$ cat config.mk
export PLATFORM = sky130hd
export DESIGN_NAME = usrt_core
export DESIGN_NICKNAME = d
export VERILOG_FILES = /design/src/usrt_pkg.sv /design/src/usrt_core.sv
export SDC_FILE = /design/constraint.sdc
export NUM_CORES = 1
export LEC_CHECK = 0
export BUFFER_PORTS_ARGS = -buffer_cell sky130_fd_sc_hd__buf_2
export CAP_MARGIN = 20
export CORE_ASPECT_RATIO = 2
export CORE_UTILIZATION = 50
export DETAILED_ROUTE_END_ITERATION = 8
export GPL_ROUTABILITY_DRIVEN = 0
export PLACE_DENSITY = 0.67
export SYNTH_ARGS = -nofsm -noshare
export SYNTH_HDL_FRONTEND = slang
export SYNTH_SLANG_ARGS = --single-unit
$ cat constraint.sdc
create_clock -name sys_clk -period 3.6 [get_ports sys_clk]
set_clock_uncertainty 0.15 [all_clocks]
set_input_delay 0.72 -clock sys_clk [delete_from_list [all_inputs] [get_ports sys_clk]]
set_output_delay 0.72 -clock sys_clk [all_outputs]
set_load 0.01 [all_outputs]
$ cat src/usrt_pkg.sv
// Shared constants and types for the serial port receiver and master transmitter.
package usrt_pkg;

    // Register offsets on the byte-wide register port.
    localparam logic [7:0] OFS_IRQ_CONTROL = 8'h0B;
    localparam logic [7:0] OFS_IRQ_FLAGS = 8'h0C;
    localparam logic [7:0] OFS_RX_STATUS = 8'h18;
    localparam logic [7:0] OFS_TX_BUFFER = 8'h19;
    localparam logic [7:0] OFS_RX_BUFFER = 8'h1A;
    localparam logic [7:0] OFS_IRQ_ENABLE = 8'h8C;
    localparam logic [7:0] OFS_TX_STATUS = 8'h98;
    localparam logic [7:0] OFS_BAUD = 8'h99;

    // Receive status and control fields.
    localparam int RX_PORT_EN_BIT = 7;
    localparam int RX_NINE_SEL_BIT = 6;
    localparam int RX_SINGLE_BIT = 5;
    localparam int RX_CONT_BIT = 4;
    localparam int RX_FRAME_ERR_BIT = 2;
    localparam int RX_OVERRUN_BIT = 1;
    localparam int RX_NINTH_BIT = 0;

    // Transmit status and control fields.
    localparam int TX_CLK_MASTER_BIT = 7;
    localparam int TX_NINE_SEL_BIT = 6;
    localparam int TX_ENABLE_BIT = 5;
    localparam int TX_SYNC_SEL_BIT = 4;
    localparam int TX_HIGH_SPEED_BIT = 2;
    localparam int TX_SHIFT_EMPTY_BIT = 1;
    localparam int TX_NINTH_BIT = 0;

    // Peripheral flag fields.
    localparam int FLAG_RX_BIT = 5;
    localparam int FLAG_TX_BIT = 4;

    // Reset values.
    localparam logic [7:0] RX_STATUS_RESET = 8'h00;
    localparam logic [7:0] TX_STATUS_RESET = 8'h02;
    localparam logic [7:0] BAUD_RESET = 8'h00;
    localparam logic [7:0] IRQ_ENABLE_RESET = 8'h00;
    localparam logic [7:0] IRQ_CONTROL_RESET = 8'h00;

    // Oversampling counts for the asynchronous receiver.
    localparam logic [3:0] RX_MID_TICK = 4'h7;
    localparam logic [3:0] RX_LAST_TICK = 4'hF;

    typedef enum logic [3:0] {
        RX_IDLE = 4'b0001,
        RX_START = 4'b0010,
        RX_DATA = 4'b0100,
        RX_STOP = 4'b1000
    } usrt_rxstate_e;

    typedef struct packed {
        logic frameErr;
        logic ninth;
        logic [7:0] data;
    } usrt_rxword_s;

endpackage

$ cat src/usrt_core.sv
// Async receiver and synchronous master transmitter of a serial port.
//
// Notes on behaviour
// RQ1: Line sampled by a sixteen-times clock; main shifter moves at bit rate.
// RQ2: Asynchronous reception only while continuous receive enable is set.
// RQ3: After stop bit, shift register moves to FIFO if room; flag set.
// RQ4: Receive flag read-only; clears once buffer read and empty.
// RQ5: Receive buffer is a two-deep FIFO read twice to empty.
// RQ6: Stop bit with FIFO full sets overrun and drops the word.
// RQ7: Overrun clears by dropping continuous enable; blocks FIFO transfers.
// RQ8: Stop bit sampled low sets framing error for that word.
// RQ9: Framing error and ninth bit queue with data; read advances them.
// RQ10: Software reads status before data or loses the status bits.
// RQ11: Software sets baud, mode, nine-bit, then continuous enable.
// RQ12: Synchronous master is half duplex; receive inhibits transmit.
// RQ13: Sync select enters sync mode; port enable claims clock and data pins.
// RQ14: Clock source bit selects master; device drives the shift clock.
// RQ15: Shift register reloads after last bit; flag set, cleared by write.
// RQ16: Shift-empty status is read-only, set while shift register empty.
// RQ17: First bit goes out on rising clock; data stable at falling edge.
// RQ18: Baud generator held reset while all enables clear; starts at once.
// RQ19: Clearing transmit enable aborts, resets transmitter, floats both pins; the code keeps the clock pin driven while a receive enable is set.
// RQ20: Receive enable aborts transmit, floats data, clock stays driven.
// RQ21: Single receive enable clears after one word; transmit then resumes.
// RQ22: Ninth transmit bit captured at transfer; software writes it first.
// RQ23: Frame is start bit, eight or nine data bits LSB first, stop bit.
// RQ24: Bit rate is clock over 64, 16 or 4 times divisor plus one.
// RQ25: Start found on falling line edge; bits sampled mid period.
`timescale 1ns/1ps

module usrt_core
    import usrt_pkg::*;
(
    // Clock and reset.
    input wire logic sys_clk,
    input wire logic arst_n,
    // Register port.
    input wire logic [7:0] regAddr,
    input wire logic [7:0] regWrData,
    input wire logic regWrite,
    input wire logic regRead,
    output logic [7:0] regRdData,
    // Clock pin of the serial port.
    input wire logic clkPinIn,
    output logic clkPinOut,
    output logic clkPinOe,
    // Data pin of the serial port.
    input wire logic dataPinIn,
    output logic dataPinOut,
    output logic dataPinOe,
    // Word-done pulse from the synchronous receiver outside this block.
    input wire logic syncRxWordDone
);

    ////////////////////////////////////////////////////////////////////////
    // Registers written by software.

    logic portEn_r, rxNine_r, rxSingle_r, rxCont_r;
    logic clkMaster_r, txNine_r, transmit_enable_r, syncSel_r, highSpeed_r, txNinth_r;
    logic [7:0] baud_r, irqEnable_r, irqControl_r;
    logic wrRxStatus, wrTxStatus, wrTxBuf, rdRxBuf;

    assign wrRxStatus = regWrite && regAddr == OFS_RX_STATUS;
    assign wrTxStatus = regWrite && regAddr == OFS_TX_STATUS;
    assign wrTxBuf = regWrite && regAddr == OFS_TX_BUFFER;
    assign rdRxBuf = regRead && regAddr == OFS_RX_BUFFER;

    always_ff @(posedge sys_clk or negedge arst_n) begin
        if (!arst_n) begin
            portEn_r <= RX_STATUS_RESET[RX_PORT_EN_BIT];
            rxNine_r <= RX_STATUS_RESET[RX_NINE_SEL_BIT];
            rxCont_r <= RX_STATUS_RESET[RX_CONT_BIT];
        end else if (wrRxStatus) begin
            portEn_r <= regWrData[RX_PORT_EN_BIT];
            rxNine_r <= regWrData[RX_NINE_SEL_BIT];
            rxCont_r <= regWrData[RX_CONT_BIT];
        end
    end

    // The receiver outside signals the end of its single word.
    always_ff @(posedge sys_clk or negedge arst_n) begin
        if (!arst_n) begin
            rxSingle_r <= RX_STATUS_RESET[RX_SINGLE_BIT];
        end else if (syncRxWordDone && syncSel_r && rxSingle_r) begin
            rxSingle_r <= 1'b0; // RQ21
        end else if (wrRxStatus) begin
            rxSingle_r <= regWrData[RX_SINGLE_BIT];
        end
    end

    always_ff @(posedge sys_clk or negedge arst_n) begin
        if (!arst_n) begin
            clkMaster_r <= TX_STATUS_RESET[TX_CLK_MASTER_BIT];
            txNine_r <= TX_STATUS_RESET[TX_NINE_SEL_BIT];
            transmit_enable_r <= TX_STATUS_RESET[TX_ENABLE_BIT];
            syncSel_r <= TX_STATUS_RESET[TX_SYNC_SEL_BIT];
            highSpeed_r <= TX_STATUS_RESET[TX_HIGH_SPEED_BIT];
            txNinth_r <= TX_STATUS_RESET[TX_NINTH_BIT];
        end else if (wrTxStatus) begin
            clkMaster_r <= regWrData[TX_CLK_MASTER_BIT];
            txNine_r <= regWrData[TX_NINE_SEL_BIT];
            transmit_enable_r <= regWrData[TX_ENABLE_BIT];
            syncSel_r <= regWrData[TX_SYNC_SEL_BIT];
            highSpeed_r <= regWrData[TX_HIGH_SPEED_BIT];
            txNinth_r <= regWrData[TX_NINTH_BIT];
        end
    end

    // Interrupt enable and control bytes are plain storage here.
    always_ff @(posedge sys_clk or negedge arst_n) begin
        if (!arst_n) begin
            baud_r <= BAUD_RESET;
            irqEnable_r <= IRQ_ENABLE_RESET;
            irqControl_r <= IRQ_CONTROL_RESET;
        end else if (regWrite) begin
            if (regAddr == OFS_BAUD) begin
                baud_r <= regWrData;
            end
            if (regAddr == OFS_IRQ_ENABLE) begin
                irqEnable_r <= regWrData;
            end
            if (regAddr == OFS_IRQ_CONTROL) begin
                irqControl_r <= regWrData;
            end
        end
    end

    ////////////////////////////////////////////////////////////////////////
    // Pin synchroniser for the data pin only; the clock pin input is not used in this block.

    logic [1:0] dataSync_r;
    logic rxLine, rxLinePrev_r;

    always_ff @(posedge sys_clk or negedge arst_n) begin
        if (!arst_n) begin
            dataSync_r <= 2'b11;
            rxLinePrev_r <= 1'b1;
        end else begin
            dataSync_r <= {dataSync_r[0], dataPinIn};
            rxLinePrev_r <= dataSync_r[1];
        end
    end
    assign rxLine = dataSync_r[1];

    ////////////////////////////////////////////////////////////////////////
    // Baud generator: one tick per sample (async) or half bit (sync).

    logic baudRun, baudTick;
    logic [9:0] baudCnt_r, baudPeriod;

    assign baudRun = transmit_enable_r || rxCont_r || rxSingle_r; // RQ18
    always_comb begin
        if (syncSel_r) begin
            baudPeriod = {1'b0, baud_r, 1'b1}; // RQ24
        end else if (highSpeed_r) begin
            baudPeriod = {2'b00, baud_r}; // RQ24
        end else begin
            baudPeriod = {baud_r, 2'b11}; // RQ24
        end
    end
    assign baudTick = baudRun && baudCnt_r == 10'h000;

    // Held at zero while idle so the first tick comes immediately.
    always_ff @(posedge sys_clk or negedge arst_n) begin
        if (!arst_n) begin
            baudCnt_r <= 10'h000;
        end else if (!baudRun) begin
            baudCnt_r <= 10'h000; // RQ18
        end else if (baudTick) begin
            baudCnt_r <= baudPeriod;
        end else begin
            baudCnt_r <= baudCnt_r - 10'h001;
        end
    end

    ////////////////////////////////////////////////////////////////////////
    // Asynchronous receiver.

    usrt_rxstate_e rxState_r;
    logic [3:0] smpCnt_r, bitCnt_r;
    logic [8:0] rxShift_r;
    logic rxOn, stopDone, fifoFull, overrun_r;
    logic [1:0] fifoCnt_r;
    logic fifoWrPtr_r, fifoRdPtr_r;
    usrt_rxword_s fifoMem_r [2];
    usrt_rxword_s fifoHead, rxWord;

    assign rxOn = portEn_r && rxCont_r && !syncSel_r; // RQ2
    assign stopDone = rxState_r == RX_STOP && baudTick &&
        smpCnt_r == RX_LAST_TICK;
    assign fifoFull = fifoCnt_r == 2'd2;

    always_ff @(posedge sys_clk or negedge arst_n) begin
        if (!arst_n) begin
            rxState_r <= RX_IDLE;
            smpCnt_r <= 4'h0;
            bitCnt_r <= 4'h0;
            rxShift_r <= 9'h000;
        end else if (!rxOn) begin
            rxState_r <= RX_IDLE;
        end else begin
            if (baudTick) begin
                smpCnt_r <= smpCnt_r + 4'h1; // RQ1
            end
            case (rxState_r)
                RX_IDLE: begin
                    if (rxLinePrev_r && !rxLine) begin
                        rxState_r <= RX_START; // RQ25
                        smpCnt_r <= 4'h0;
                    end
                end
                RX_START: begin
                    if (baudTick && smpCnt_r == RX_MID_TICK) begin
                        smpCnt_r <= 4'h0;
                        bitCnt_r <= 4'h0;
                        // A glitch shorter than half a bit is dropped.
                        rxState_r <= rxLine ? RX_IDLE : RX_DATA; // RQ25
                    end
                end
                RX_DATA: begin
                    if (baudTick && smpCnt_r == RX_LAST_TICK) begin
                        // LSB first; a nine-bit frame fills the top bit.
                        rxShift_r <= {rxLine, rxShift_r[8:1]}; // RQ23
                        bitCnt_r <= bitCnt_r + 4'h1;
                        if (bitCnt_r == (rxNine_r ? 4'd8 : 4'd7)) begin
                            rxState_r <= RX_STOP; // RQ23
                        end
                    end
                end
                RX_STOP: begin
                    if (stopDone) begin
                        rxState_r <= RX_IDLE;
                    end
                end
                default: begin
                    rxState_r <= RX_IDLE;
                end
            endcase
        end
    end

    always_comb begin
        rxWord.frameErr = !rxLine; // RQ8
        if (rxNine_r) begin
            rxWord.data = rxShift_r[7:0];
            rxWord.ninth = rxShift_r[8];
        end else begin
            rxWord.data = rxShift_r[8:1];
            rxWord.ninth = 1'b0;
        end
    end

    ////////////////////////////////////////////////////////////////////////
    // Two-deep receive FIFO holding data with its status bits.

    logic fifoPush, fifoPop;

    assign fifoPush = stopDone && !fifoFull && !overrun_r; // RQ3 RQ7
    assign fifoPop = rdRxBuf && fifoCnt_r != 2'd0; // RQ5
    assign fifoHead = fifoMem_r[fifoRdPtr_r]; // RQ9

    always_ff @(posedge sys_clk or negedge arst_n) begin
        if (!arst_n) begin
            fifoMem_r[0] <= '0;
            fifoMem_r[1] <= '0;
        end else if (fifoPush) begin
            fifoMem_r[fifoWrPtr_r] <= rxWord; // RQ9
        end
    end

    always_ff @(posedge sys_clk or negedge arst_n) begin
        if (!arst_n) begin
            fifoCnt_r <= 2'd0;
            fifoWrPtr_r <= 1'b0;
            fifoRdPtr_r <= 1'b0;
        end else begin
            if (fifoPush) begin
                fifoWrPtr_r <= !fifoWrPtr_r;
            end
            if (fifoPop) begin
                fifoRdPtr_r <= !fifoRdPtr_r; // RQ9
            end
            if (fifoPush && !fifoPop) begin
                fifoCnt_r <= fifoCnt_r + 2'd1;
            end else if (fifoPop && !fifoPush) begin
                fifoCnt_r <= fifoCnt_r - 2'd1; // RQ4
            end
        end
    end

    // The set term can only occur with continuous enable high.
    always_ff @(posedge sys_clk or negedge arst_n) begin
        if (!arst_n) begin
            overrun_r <= 1'b0;
        end else if (stopDone && fifoFull) begin
            overrun_r <= 1'b1; // RQ6
        end else if (!rxCont_r) begin
            overrun_r <= 1'b0; // RQ7
        end
    end

    ////////////////////////////////////////////////////////////////////////
    // Synchronous master transmitter.

    logic masterMode, rxReq, txRun, txLoad;
    logic txBufFull_r, tsrBusy_r, clkLevel_r, dataLevel_r;
    logic [7:0] txBuf_r;
    logic [8:0] tsr_r;
    logic [3:0] bitsLeft_r;

    assign masterMode = syncSel_r && clkMaster_r && portEn_r; // RQ13 RQ14
    assign rxReq = rxCont_r || rxSingle_r;
    // Receive requests freeze the shifter without resetting it.
    assign txRun = masterMode && transmit_enable_r && !rxReq; // RQ12 RQ20
    assign txLoad = txRun && txBufFull_r && !tsrBusy_r; // RQ15

    always_ff @(posedge sys_clk or negedge arst_n) begin
        if (!arst_n) begin
            txBuf_r <= 8'h00;
            txBufFull_r <= 1'b0;
        end else if (wrTxBuf) begin
            txBuf_r <= regWrData;
            txBufFull_r <= 1'b1; // RQ15
        end else if (txLoad) begin
            txBufFull_r <= 1'b0; // RQ15
        end
    end

    always_ff @(posedge sys_clk or negedge arst_n) begin
        if (!arst_n) begin
            tsr_r <= 9'h000;
            tsrBusy_r <= 1'b0;
            bitsLeft_r <= 4'h0;
            clkLevel_r <= 1'b0;
            dataLevel_r <= 1'b0;
        end else if (!transmit_enable_r) begin
            tsrBusy_r <= 1'b0; // RQ19
            clkLevel_r <= 1'b0;
        end else if (txLoad) begin
            // Ninth bit is taken as it stands at this transfer.
            tsr_r <= {txNinth_r, txBuf_r}; // RQ22
            tsrBusy_r <= 1'b1;
            bitsLeft_r <= txNine_r ? 4'd9 : 4'd8;
        end else if (txRun && tsrBusy_r && baudTick) begin
            clkLevel_r <= !clkLevel_r;
            if (!clkLevel_r) begin
                dataLevel_r <= tsr_r[0]; // RQ17
                tsr_r <= {1'b0, tsr_r[8:1]};
                bitsLeft_r <= bitsLeft_r - 4'h1;
            end else if (bitsLeft_r == 4'h0) begin
                tsrBusy_r <= 1'b0; // RQ15
            end
        end
    end

    ////////////////////////////////////////////////////////////////////////
    // Pins and read-back.

    assign clkPinOut = clkLevel_r;
    assign clkPinOe = masterMode && (transmit_enable_r || rxReq); // RQ14 RQ19 RQ20
    assign dataPinOut = dataLevel_r;
    assign dataPinOe = txRun; // RQ19 RQ20 RQ21

    logic [7:0] rdNext;
    always_comb begin
        rdNext = 8'h00;
        case (regAddr)
            OFS_RX_STATUS: begin
                rdNext[RX_PORT_EN_BIT] = portEn_r;
                rdNext[RX_NINE_SEL_BIT] = rxNine_r;
                rdNext[RX_SINGLE_BIT] = rxSingle_r;
                rdNext[RX_CONT_BIT] = rxCont_r;
                rdNext[RX_FRAME_ERR_BIT] = fifoHead.frameErr; // RQ9
                rdNext[RX_OVERRUN_BIT] = overrun_r;
                rdNext[RX_NINTH_BIT] = fifoHead.ninth; // RQ9
            end
            OFS_TX_STATUS: begin
                rdNext[TX_CLK_MASTER_BIT] = clkMaster_r;
                rdNext[TX_NINE_SEL_BIT] = txNine_r;
                rdNext[TX_ENABLE_BIT] = transmit_enable_r;
                rdNext[TX_SYNC_SEL_BIT] = syncSel_r;
                rdNext[TX_HIGH_SPEED_BIT] = highSpeed_r;
                rdNext[TX_SHIFT_EMPTY_BIT] = !tsrBusy_r; // RQ16
                rdNext[TX_NINTH_BIT] = txNinth_r;
            end
            OFS_IRQ_FLAGS: begin
                rdNext[FLAG_RX_BIT] = fifoCnt_r != 2'd0; // RQ3 RQ4
                rdNext[FLAG_TX_BIT] = transmit_enable_r && !txBufFull_r; // RQ15
            end
            OFS_RX_BUFFER: rdNext = fifoHead.data;
            OFS_TX_BUFFER: rdNext = txBuf_r;
            OFS_BAUD: rdNext = baud_r;
            OFS_IRQ_ENABLE: rdNext = irqEnable_r;
            OFS_IRQ_CONTROL: rdNext = irqControl_r;
            default: rdNext = 8'h00;
        endcase
    end

    always_ff @(posedge sys_clk or negedge arst_n) begin
        if (!arst_n) begin
            regRdData <= 8'h00;
        end else if (regRead) begin
            regRdData <= rdNext;
        end else begin
            regRdData <= 8'h00;
        end
    end

endmodule

======== Word-level counts from Yosys, hierarchy flattened ========
Index checks and enable logic that the tools add are counted.
storage, ports and cells
  word-level logic and storage cells ...... 201
  input port bits ......................... 23
  output and inout port bits .............. 12
  register bits ........................... 126
cells by class
  add/subtract/negate cells ............... 6
  magnitude comparators ................... 3
  reductions and logical operators ........ 65
  equality and inequality tests ........... 30
  bitwise logic cells ..................... 4
  mux-type cells .......................... 55
operator list
  kind                                                  number
  two-way mux 10 bit                                    8
  two-way mux 4 bit                                     15
  two-way mux 9 bit                                     4
  logical AND 1 bit                                     31
  equality test 8 x 5 -> 1 bit (second input constant)  3
  equality test 8 bit (second input constant)           3
  one-hot mux 3 bit (7 select lines)                    1
  bitwise mux 20 bit                                    1
  equality test 8 x 4 -> 1 bit (second input constant)  2
  one-hot mux 2 bit (8 select lines)                    1
  one-hot mux 4 bit (2 select lines)                    2
  one-hot mux 4 bit (4 select lines)                    1
  two-way mux 1 bit                                     15
  != test 3 bit (second input constant)                 5
  one-hot mux 2 bit (7 select lines)                    1
  logical NOT 1 bit                                     12
  nonzero test 2 bit                                    6
  demux 10 bit (select 1 bit)                           1
  logical NOT 10 bit                                    1
  subtractor 10 x 1 -> 10 bit (second input constant)   1
  != test 3 x 1 -> 1 bit (second input constant)        3
  AND reduction 3 bit                                   3
  adder 4 x 1 -> 4 bit (second input constant)          2
  equality test 4 x 3 -> 1 bit (second input constant)  2
  23 further kinds                                      39

======== Logic depth before layout (Yosys ltp) ========
Gate-level depths: netlist of run 1.
  word-level depth ........................ 11
  depth in mapped cells ................... 10

======== Worst setup path after synthesis of run 1 ========
No wires, ideal clock.
  path type ............................... register to register
  start ................................... register baudCnt_r[0]
  end ..................................... register fifoCnt_r[1]
  data required time ...................... 3.325 ns
  slack ................................... 0.677 ns
  stages on the path, launching flop included .. 11
  arrival time ............................ 2.648 ns
  setup time .............................. 0.125 ns
  path through ............................ dfrtp_1 inv_1 ha_1 nor4b_1 or4b_1 buf_2 nor4_1 ha_1 xor2_1 nor2_1 xor2_1
on the way
  word-level cells in the longest chain between the ends .. 9
  elaborated cells on any way between the ends .. 11
RTL lines
  what                               line              text
  start: declaration                 usrt_core.sv:149  logic [9:0] baudCnt_r, baudPeriod;
  start signal: assignment           usrt_core.sv:170  baudCnt_r <= baudPeriod;
  start signal: assignment           usrt_core.sv:172  baudCnt_r <= baudCnt_r - 10'h001;
  logical NOT 10 bit *               usrt_core.sv:161  assign baudTick = baudRun && baudCnt_r == 10'h000;
  logical AND 1 bit *                usrt_core.sv:161
  logical AND 1 bit * (2 in series)  usrt_core.sv:189  assign stopDone = rxState_r == RX_STOP && baudTick &&
  logical AND 1 bit * (2 in series)  usrt_core.sv:258  assign fifoPush = stopDone && !fifoFull && !overrun_r;
  net fifoPush                       usrt_core.sv:256  logic fifoPush, fifoPop;
  logical NOT 1 bit                  usrt_core.sv:285  end else if (fifoPop && !fifoPush) begin
  logical AND 1 bit                  usrt_core.sv:285
  nonzero test 2 bit (no line)       -
  end signal: assignment             usrt_core.sv:284  fifoCnt_r <= fifoCnt_r + 2'd1;
  end signal: assignment             usrt_core.sv:286  fifoCnt_r <= fifoCnt_r - 2'd1;
  end: declaration                   usrt_core.sv:183  logic [1:0] fifoCnt_r;
The timed path passes the listed nets; every way through them passes the cells marked *.
A chain may end at the register's enable or synchronous reset.

======== Worst setup path after layout of run 1 ========
Ends and elaborated chain as after synthesis.

==> results.json, run 1 <==
{
  "status": "finished clean",
  "first_iter_violations": 351,
  "period_share_pct": 83.77,
  "grtUsageTotal_pct": 25.78,
  "synth-main-ff-cell": "dfrtp_1",
  "ys_warn_count": 0,
  "die_h_microns": 159.3,
  "die-area_sq_mm": 0.01284,
  "area_growth_pct": 15.74,
  "r2r_start": "baudCnt_r[0]$_DFF_PN0_",
  "cts_tree": "built",
  "async_reset_ff_share_pct": 100.0,
  "route.detailed.drc": 0,
  "path_max_fanout": 6,
  "synth_top_area_cell": "dfrtp_1",
  "num-fill-cells": 1033,
  "detail-route-antenna-nets": 0,
  "slew_viol_final": 0,
  "cts_max_path_buffers": 2,
  "initial_core_util_pct": 51.01,
  "synth_nets": 577,
  "cp-end-kind": "flip-flop",
  "fin_cells": 750,
  "clock.fmax_mhz": 331.6,
  "ctsHoldBuffers": 0,
  "die-width_microns": 80.64,
  "avgRoutedWirePerCell_microns": 20.09,
  "p_per_area_mw_per_mm2": 503.0,
  "dp_hpwl_microns": 10920,
  "synth_seq_cells": 126,
  "path_cells": "inv_1 -> ha_1 -> nor4b_1 -> buf_4 -> or4b_1 -> nor4_1 -> ha_1 -> nor2_1 -> xor2_1",
  "synth_common_cells": "dfrtp_1, mux2_2, nor2_1, nand2_1, nand3_1",
  "placed_cell_area_sq_mm": 0.006571,
  "antenna_found_initial": 0,
  "synth.top_cell.area_share_pct": 49.36,
  "dp.cells": 718,
  "p_leak_nw": 3.315,
  "stdcell_area_sq_mm": 0.007158,
  "slowest_delay_ns": 0.50,
  "yosysUniqueCellTypes": 58,
  "setup_tns_ns": 0,
  "viasPerCell": 6.140,
  "finalCoreUtilization_pct": 59.04,
  "synth_edf_count": 0,
  "cp-startpoint": "baudCnt_r[0]$_DFF_PN0_",
  "rsz0062_at_grt": "no",
  "cts.sinks": 126,
  "num_io_pins": 35,
  "required_ns": 3.78,
  "post_cts_resized": 0,
  "reg2reg_to": "fifoCnt_r[1]$_DFFE_PN0P_",
  "arrival_ns": 3.19,
  "vias": 4605,
  "synth_area_leaders": "dfrtp_1, mux2_2, nor2_1, mux2i_1, dfstp_2",
  "synth_most_common_cell": "dfrtp_1",
  "post_cts_buffers": 0,
  "firstDrtPassIters": 5,
  "wl_microns": 15070,
  "tightest_slew_ns": 0.8312,
  "htree_levels": 4,
  "grt_max_degree": 51,
  "fin_crit_ns": 3.016,
  "cp_common_cell": "ha_1",
  "cts_root_buf": "clkbuf_16",
  "hp-class": "in -> async",
  "numPortBuffers": 33,
  "setup_viol": 0,
  "cts_made_buffers": 17,
  "crit_slowest_cell": "or4b_1",
  "critPathLaunchType": "flip-flop",
  "rows": 57,
  "grt_pass1_vias": 4794,
  "grt-ovfl-total": 0,
  "hold_violations": 0,
  "peakVddDrop_mv": 0.3480,
  "avgSynthCellArea_sq_um": 11.31,
  "clk_pin_slew_ns": 0.06,
  "crit_end": "fifoCnt_r[1]$_DFFE_PN0P_",
  "max_slew_margin_pct": 43.15,
  "layout.nets": 620,
  "synthCells": 547,
  "core_area_sq_mm": 0.01212,
  "grt_pass1_wl_microns": 24760,
  "synth-seq-area-share_pct": 51.06,
  "max-cap-violations": 0,
  "drive_above_1_share_pct": 28.69,
  "r2r_slack_ns": 0.58,
  "finalPower_mw": 3.600,
  "syn_area_sq_mm": 0.006185,
  "clk_latency_ns": 0.42,
  "rr_worst_depth": 9,
  "diodes": 0,
  "critPathKind": "reg -> reg"
}
-- cell families (layout without fill, tap and decap cells) --
group | count (synthesis) | count (layout) | synth area share, %
flip-flops | 126 | 126 | 51.06
AND/OR/NAND/NOR | 168 | 168 | 14.91
buffers and inverters | 34 | 90 | 2.104
XOR/XNOR | 19 | 19 | 2.691
multiplexers | 97 | 97 | 17.52
adder cells (fa/ha/maj) | 7 | 7 | 1.416
AO/OA/AOI/OAI | 96 | 96 | 10.30
-- worst min-delay path by stage --
stage	to	slack [ns]	depth (start not counted)
detailed placement	dataSync_r[1]$_DFF_PN1_	0.20	0
CTS	baudCnt_r[3]$_DFF_PN0_	0.15	1
global placement	dataSync_r[1]$_DFF_PN1_	0.20	0
global route	baudCnt_r[1]$_DFF_PN0_	0.17	1
finish	rxState_r[1]$_DFFE_PN0P_	0.13	1
floorplan	dataSync_r[1]$_DFF_PN1_	0.20	0
-- stage by stage --
stage                     hold WS, ns  worst slack [ns]
after floorplan                0.1952            0.6768
after global placement         0.1959            0.4788
after detailed placement       0.1994            0.4205
after CTS                      0.1536            0.5701
after global routing           0.1746            0.4156
final                          0.1331            0.5843
-- layout make-up --
type	instances	area (sq um)	share of cell area (%)
sequential	126	3158	44.12
multi-input combinational	387	2903	40.55
clock buffer	18	439.2	6.135
timing repair buffer	47	285.3	3.985
tap	147	183.9	2.569
clock inverter	14	147.6	2.063
inverter	11	41.29	0.5768
-- placed cells by master, fill, tap and decap left out, drive strengths merged, types with 5 or more instances in the layout --
cell type | netlist | layout
buf | 4 | 47
nor4b | 7 | 7
nor2 | 49 | 49
xor2 | 8 | 8
clkbuf | 19 | 18
dfrtp | 122 | 122
ha | 7 | 7
mux2 | 80 | 80
o22ai | 10 | 10
mux2i | 16 | 16
nor3b | 6 | 6
inv | 11 | 19
xnor2 | 11 | 11
nand2 | 28 | 28
o21ai | 19 | 19
a21oi | 16 | 16
a221oi | 5 | 5
nor3 | 9 | 9
nor4 | 6 | 6
a211oi | 13 | 13
a31oi | 8 | 8
nand3 | 21 | 21
-- worst max-delay path, delay by kind of cell (launching register included) --
| kind | cells | cell delay, ns |
|---|---|---|
| simple gates | 4 | 1.38 |
| fa+ha+maj | 2 | 0.50 |
| flops | 1 | 0.41 |
| buf+inv | 2 | 0.29 |
| xor+xnor | 1 | 0.18 |
-- state kept, by name, summed over array words and instances (netlist names), 4 cells and up --
register and count:
tsr_r 9, txBuf_r 8, rxState_r 4, irqEnable_r 8, irqControl_r 8, rxShift_r 9, regRdData 8, baudCnt_r 10
baud_r 8, bitsLeft_r 4, smpCnt_r 4, bitCnt_r 4, fifoMem_r 20
-- per-layer routing --
metal	wire (microns)	up-vias	GRT usage, %	part of all wire (%)
li1	-	2114	-	-
met4	867	0	16.15	5.8
met3	532	63	4.814	3.5
met2	8072	130	44.38	54
met1	5599	2298	28.21	37
met5	0	-	0	0
-- power by group --
group | leakage, nW | internal, mW | switching [mW]
Sequential | 1.73 | 1.47 | 0.0627
Clock | 0.287 | 0.994 | 0.701
Combinational | 1.30 | 0.163 | 0.214
Total | 3.32 | 2.62 | 0.977
(Power assumes the default switching activity.)
==> run 2: changes to the inputs <==
- PLACE_DENSITY: 0.67 -> 0.7
- clock period: 3.6 -> 2.46 ns (I/O delays scaled with it)
==> run 2 against run 1 <==
Compared with the run above:
- the flow now finishes with violations (negative setup slack)
- highest routed layer unchanged
- sequential cell count stayed put
- first-iteration DRC count is 6.6% lower
- utilization is 8.2 points higher
- clock-buffer cell count stayed put
- hold slack worse by 0.11 ns
- maximum frequency is 14% higher
- sequential power is 44% higher
==> results.json, run 2 (synthesis results as in run 1) <==
{
  "final_common_cell": "dfrtp_1",
  "rows": 57,
  "clock.fmax_mhz": 376.6,
  "dp.cells": 769,
  "drive_above_1_share_pct": 42.15,
  "setup_viol": 49,
  "grt_max_degree": 45,
  "dp_hpwl_microns": 11710,
  "hp-class": "in -> reg",
  "peakVddDrop_mv": 0.5656,
  "slowest_delay_ns": 0.62,
  "die_h_microns": 159.3,
  "detail-route-antenna-nets": 0,
  "grt_pass1_vias": 5370,
  "route.detailed.drc": 0,
  "r2r_start": "baudCnt_r[6]$_DFF_PN0_",
  "htree_levels": 4,
  "most-common-layout-cells": "dfrtp_1, mux2_2, buf_4, nor2_1, buf_2",
  "critPathKind": "reg -> reg",
  "tightest_slew_ns": 0.8055,
  "hold_start": "dataPinIn",
  "status": "finished with violations",
  "clk_latency_ns": 0.42,
  "path_max_fanout": 4,
  "largest-register": "fifoMem_r",
  "max-cap-violations": 0,
  "die-width_microns": 80.64,
  "firstDrtPassIters": 5,
  "grt_pass1_wl_microns": 27510,
  "period_share_pct": 107.9,
  "diodes": 0,
  "die-area_sq_mm": 0.01284,
  "wl_microns": 17290,
  "arrival_ns": 2.80,
  "required_ns": 2.61,
  "cts_tree": "built",
  "avgRoutedWirePerCell_microns": 21.19,
  "vias": 5041,
  "p_per_area_mw_per_mm2": 716.2,
  "clk_pin_slew_ns": 0.06,
  "path_cells": "or4_4 -> or4b_4 -> nor4_4 -> ha_4 -> xor2_2 -> nor2_2 -> xor2_1",
  "initial_core_util_pct": 51.01,
  "top_regs": "fifoMem_r (20), baudCnt_r (10)",
  "rr_worst_depth": 7,
  "min_to": "dataSync_r[0]$_DFF_PN1_",
  "antenna_found_initial": 0,
  "whs_path_depth": 1,
  "worst_slack_ns": -0.1956,
  "p_leak_nw": 3.741,
  "grtUsageTotal_pct": 28.96,
  "cts_root_buf": "clkbuf_16",
  "cts.sinks": 126,
  "critPathLaunchType": "flip-flop",
  "num_io_pins": 35,
  "max_slew_margin_pct": 45.89,
  "setup_tns_ns": -4.702,
  "first_iter_violations": 328,
  "hold_violations": 0,
  "numPortBuffers": 33,
  "r2r_slack_ns": -0.20,
  "slew_viol_final": 0,
  "cp-end-kind": "flip-flop",
  "layout.nets": 686,
  "rsz0062_at_grt": "yes",
  "reg2reg_to": "fifoCnt_r[1]$_DFFE_PN0P_",
  "fin_cells": 816,
  "cts_max_path_buffers": 2,
  "crit_slowest_cell": "or4b_4",
  "grt-ovfl-total": 0,
  "core_area_sq_mm": 0.01212,
  "fin_crit_ns": 2.656,
  "viasPerCell": 6.178,
  "largest_reg_flops": 20,
  "finalCoreUtilization_pct": 67.19,
  "cts_made_buffers": 17,
  "area_growth_pct": 31.72,
  "violations": "negative setup slack"
}
-- run 2: routing by layer --
layer / share of wire, % / GRT usage [%]
met5: 0 / 0
met4: 5.9 / 18.18
met3: 4.1 / 5.845
met2: 55 / 50.42
met1: 35 / 30.81
-- run 2: layout make-up --
type	instances	area [sq um]
flip-flops and latches	126	3158
clock inverters	14	182.7
fillers	884	3978
inverters	11	41.29
well taps	147	183.9
multi-input cells	387	3221
repair buffers	113	920.9
clock buffers	18	439.2
-- run 2: where the power goes --
part | internal, mW | switching, mW
registers | 2.15 | 0.0663
logic | 0.479 | 0.506
clock network | 1.64 | 0.999
total | 4.26 | 1.57
-- run 2: worst max-delay path, delay by kind of cell, from the launching register on --
family / cells / cell delay [ns]
xor+xnor: 2 / 0.30
fa+ha+maj: 1 / 0.19
flops: 1 / 0.38
simple gates: 4 / 1.53
-- run 2: how the worst max path moves through the flow --
stage	start	endpoint	slack, ns	cells past startpoint
after CTS	baudCnt_r[5]$_DFF_PN0_	fifoCnt_r[1]$_DFFE_PN0P_	-0.31	8
after floorplan	baudCnt_r[5]$_DFF_PN0_	fifoCnt_r[1]$_DFFE_PN0P_	-0.21	8
after global placement	baudCnt_r[5]$_DFF_PN0_	fifoCnt_r[1]$_DFFE_PN0P_	-0.21	8
after detailed placement	baudCnt_r[5]$_DFF_PN0_	fifoCnt_r[1]$_DFFE_PN0P_	-0.28	8
after global routing	baudCnt_r[6]$_DFF_PN0_	fifoCnt_r[1]$_DFFE_PN0P_	-0.27	7
final	baudCnt_r[6]$_DFF_PN0_	fifoCnt_r[1]$_DFFE_PN0P_	-0.20	7
-- run 2: metrics by stage --
step	cell area [sq um]	worst slack (ns)	power, mW	hold slack [ns]
after floorplan	6271	-0.2120	2.616	0.04641
after global placement	7049	-0.2113	2.935	0.1963
after detailed placement	7049	-0.2789	2.977	0.2013
after CTS	8018	-0.3080	5.758	0.007317
after global routing	8147	-0.2715	6.024	0.01390
final	8147	-0.1956	5.834	0.01873
-- run 2: what timing repair did --
item | 4_1_cts | 5_1_grt
setup buffers | 9 | 5
pin swaps | 42 | 14
endpoints found under the setup margin | 33 | 62
hold endpoints to repair | 37 | 0
hold buffers | 1 | 0
resized for setup | 56 | 27
cloned | 1 | 1
==> run 3: changes to the inputs <==
- ABC_CLOCK_PERIOD_IN_PS: unset -> 2800
- PLACE_DENSITY: 0.7 -> 0.67
- clock period: 2.46 -> 2.8 ns (I/O delays scaled with it)
==> run 3 against run 2 <==
Compared with the run above:
- the flow now finishes without violations
- utilization fell by 6.2 points
- sequential cell count did not move
- design area fell by 9.3%
- first-iteration DRC count rose by 0.91%
- clock-buffer cell count fell by 1
- sequential power fell by 11%
- non-clock buffer count fell by 41
- die area did not move
- via count fell by 5.5%
==> results.json, run 3 (synthesis results as in run 1) <==
{
  "status": "finished clean",
  "tightest_slew_ns": 0.7300,
  "most-common-layout-cells": "dfrtp_1, mux2_2, nor2_1, buf_4, buf_2",
  "internal_power_mw": 3.480,
  "max-cap-violations": 0,
  "switching_share_pct": 26.48,
  "clk_latency_ns": 0.41,
  "hold_violations": 0,
  "period_share_pct": 98.25,
  "largest-register": "fifoMem_r",
  "hold_start": "dataPinIn",
  "fin_crit_ns": 2.751,
  "route.detailed.drc": 0,
  "hp-class": "in -> reg",
  "combPwrFrac_pct": 11.7,
  "cts_tree": "built",
  "grtUsageTotal_pct": 25.81,
  "final_common_cell": "dfrtp_1",
  "holdWs_ns": 0.08879,
  "cp-end-kind": "flip-flop",
  "core_area_sq_mm": 0.01212,
  "wl_microns": 15530,
  "num_io_pins": 35,
  "max_slew_margin_pct": 50.82,
  "min_to": "dataSync_r[0]$_DFF_PN1_",
  "peakVddDrop_mv": 0.4681,
  "rr_worst_depth": 6,
  "seqPwrFrac_pct": 41.3,
  "cts.sinks": 126,
  "htree_levels": 4,
  "die-area_sq_mm": 0.01284,
  "vias": 4765,
  "viasPerCell": 6.148,
  "area_growth_pct": 19.50,
  "grt_pass1_vias": 4893,
  "drive_above_1_share_pct": 31.85,
  "num-fill-cells": 987,
  "detail-route-antenna-nets": 0,
  "top_regs": "fifoMem_r (20), baudCnt_r (10)",
  "switchingPower_mw": 1.253,
  "initial_core_util_pct": 51.01,
  "rsz0062_at_grt": "no",
  "r2r_slack_ns": 0.05,
  "grt_pass1_wl_microns": 24820,
  "post_cts_buffers": 0,
  "slew_viol_final": 0,
  "setup_tns_ns": 0,
  "r2r_start": "smpCnt_r[3]$_DFFE_PN0P_",
  "firstDrtPassIters": 5,
  "cts_made_buffers": 17,
  "avgRoutedWirePerCell_microns": 20.04,
  "diodes": 0,
  "clk_pin_slew_ns": 0.06,
  "whs_path_depth": 1,
  "grt_max_degree": 43,
  "required_ns": 2.92,
  "grt-ovfl-total": 0,
  "cts_max_path_buffers": 2,
  "rows": 57,
  "critPathLaunchType": "flip-flop",
  "clock.fmax_mhz": 363.5,
  "antenna_found_initial": 0,
  "layout.nets": 645,
  "die_h_microns": 159.3,
  "p_leak_nw": 3.452,
  "die-width_microns": 80.64,
  "reg2reg_to": "bitCnt_r[3]$_DFFE_PN0P_",
  "arrival_ns": 2.87,
  "critPathKind": "reg -> reg",
  "first_iter_violations": 331,
  "path_max_fanout": 7,
  "numPortBuffers": 33,
  "p_per_area_mw_per_mm2": 640.4,
  "p_clk_share_pct": 46.9,
  "largest_reg_flops": 20,
  "dp_hpwl_microns": 11460,
  "setup_viol": 0,
  "cts_root_buf": "clkbuf_16"
}
[run 3: cell count changes in the layout (fill, tap and decap cells not counted), sizes merged]
cell and delta:
bufinv -1, clkbuf -1, inv +3, clkinvlp -2, buf -41, clkinv +1
[run 3: final cells by class]
type	instances	area [sq um]	share of cell area [%]
inverter	11	41.29	0.5587
multi-input combinational	387	2919	39.50
clock inverter	15	175.2	2.370
tap	147	183.9	2.489
sequential	126	3158	42.73
timing repair buffer	72	488.0	6.602
clock buffer	17	425.4	5.756
[run 3: worst max-delay path, cell delays in order (launching register included)]
cell and delay (ns):
dfrtp_1 0.45, or3b_2 0.47, a2111oi_0 0.57, buf_4 0.22, or4b_4 0.45, xor2_1 0.21
a31oi_1 0.07
[run 3: metal layers]
| layer | wire length [microns] | track usage, % | up-vias |
|---|---|---|---|
| li1 | - | - | 2174 |
| met1 | 5712 | 27.77 | 2405 |
| met2 | 8617 | 45.88 | 129 |
| met3 | 474 | 4.413 | 57 |
| met4 | 725 | 14.69 | 0 |
| met5 | 0 | 0 | - |
[run 3: worst max path at each step]
| stage | to | from | cells past startpoint |
|---|---|---|---|
| 2_1_floorplan | fifoCnt_r[1]$_DFFE_PN0P_ | baudCnt_r[5]$_DFF_PN0_ | 8 |
| 3_3_place_gp | fifoCnt_r[1]$_DFFE_PN0P_ | baudCnt_r[5]$_DFF_PN0_ | 7 |
| 3_5_place_dp | dataPinOut$_DFFE_PN0P_ | baudCnt_r[5]$_DFF_PN0_ | 5 |
| 4_1_cts | fifoCnt_r[1]$_DFFE_PN0P_ | baudCnt_r[5]$_DFF_PN0_ | 7 |
| 5_1_grt | fifoCnt_r[1]$_DFFE_PN0P_ | baudCnt_r[5]$_DFF_PN0_ | 7 |
| 6_report | bitCnt_r[3]$_DFFE_PN0P_ | smpCnt_r[3]$_DFFE_PN0P_ | 6 |
[run 3: repair_timing]
action / 4_1_cts / 5_1_grt
resized for setup: 1 / 0
hold buffers: 1 / 0
endpoints found under the hold margin: 10 / 0
setup endpoints to repair: 2 / 0
[run 3: stage by stage]
step | worst slack [ns] | cell area (sq um) | std cells | utilization (%) | power, mW
6_report | 0.04889 | 7391 | 775 | 60.96 | 4.733
3_5_place_dp | -0.01089 | 6777 | 742 | 55.89 | 2.534
4_1_cts | 0.09159 | 7391 | 775 | 60.96 | 4.768
5_1_grt | 0.01724 | 7391 | 775 | 60.96 | 4.909
3_3_place_gp | -0.008969 | 6777 | 742 | 55.89 | 2.511
2_1_floorplan | 0.06155 | 6197 | 547 | - | 2.292
[run 3: power groups by stage]
stage / Clock (mW) / Combinational, mW / Sequential [mW]
after floorplan: 0 / 0.325 / 1.97
after global routing: 2.34 / 0.604 / 1.96
after CTS: 2.25 / 0.558 / 1.96
after detailed placement: 0 / 0.546 / 1.99
after global placement: 0 / 0.528 / 1.98
final: 2.22 / 0.556 / 1.96
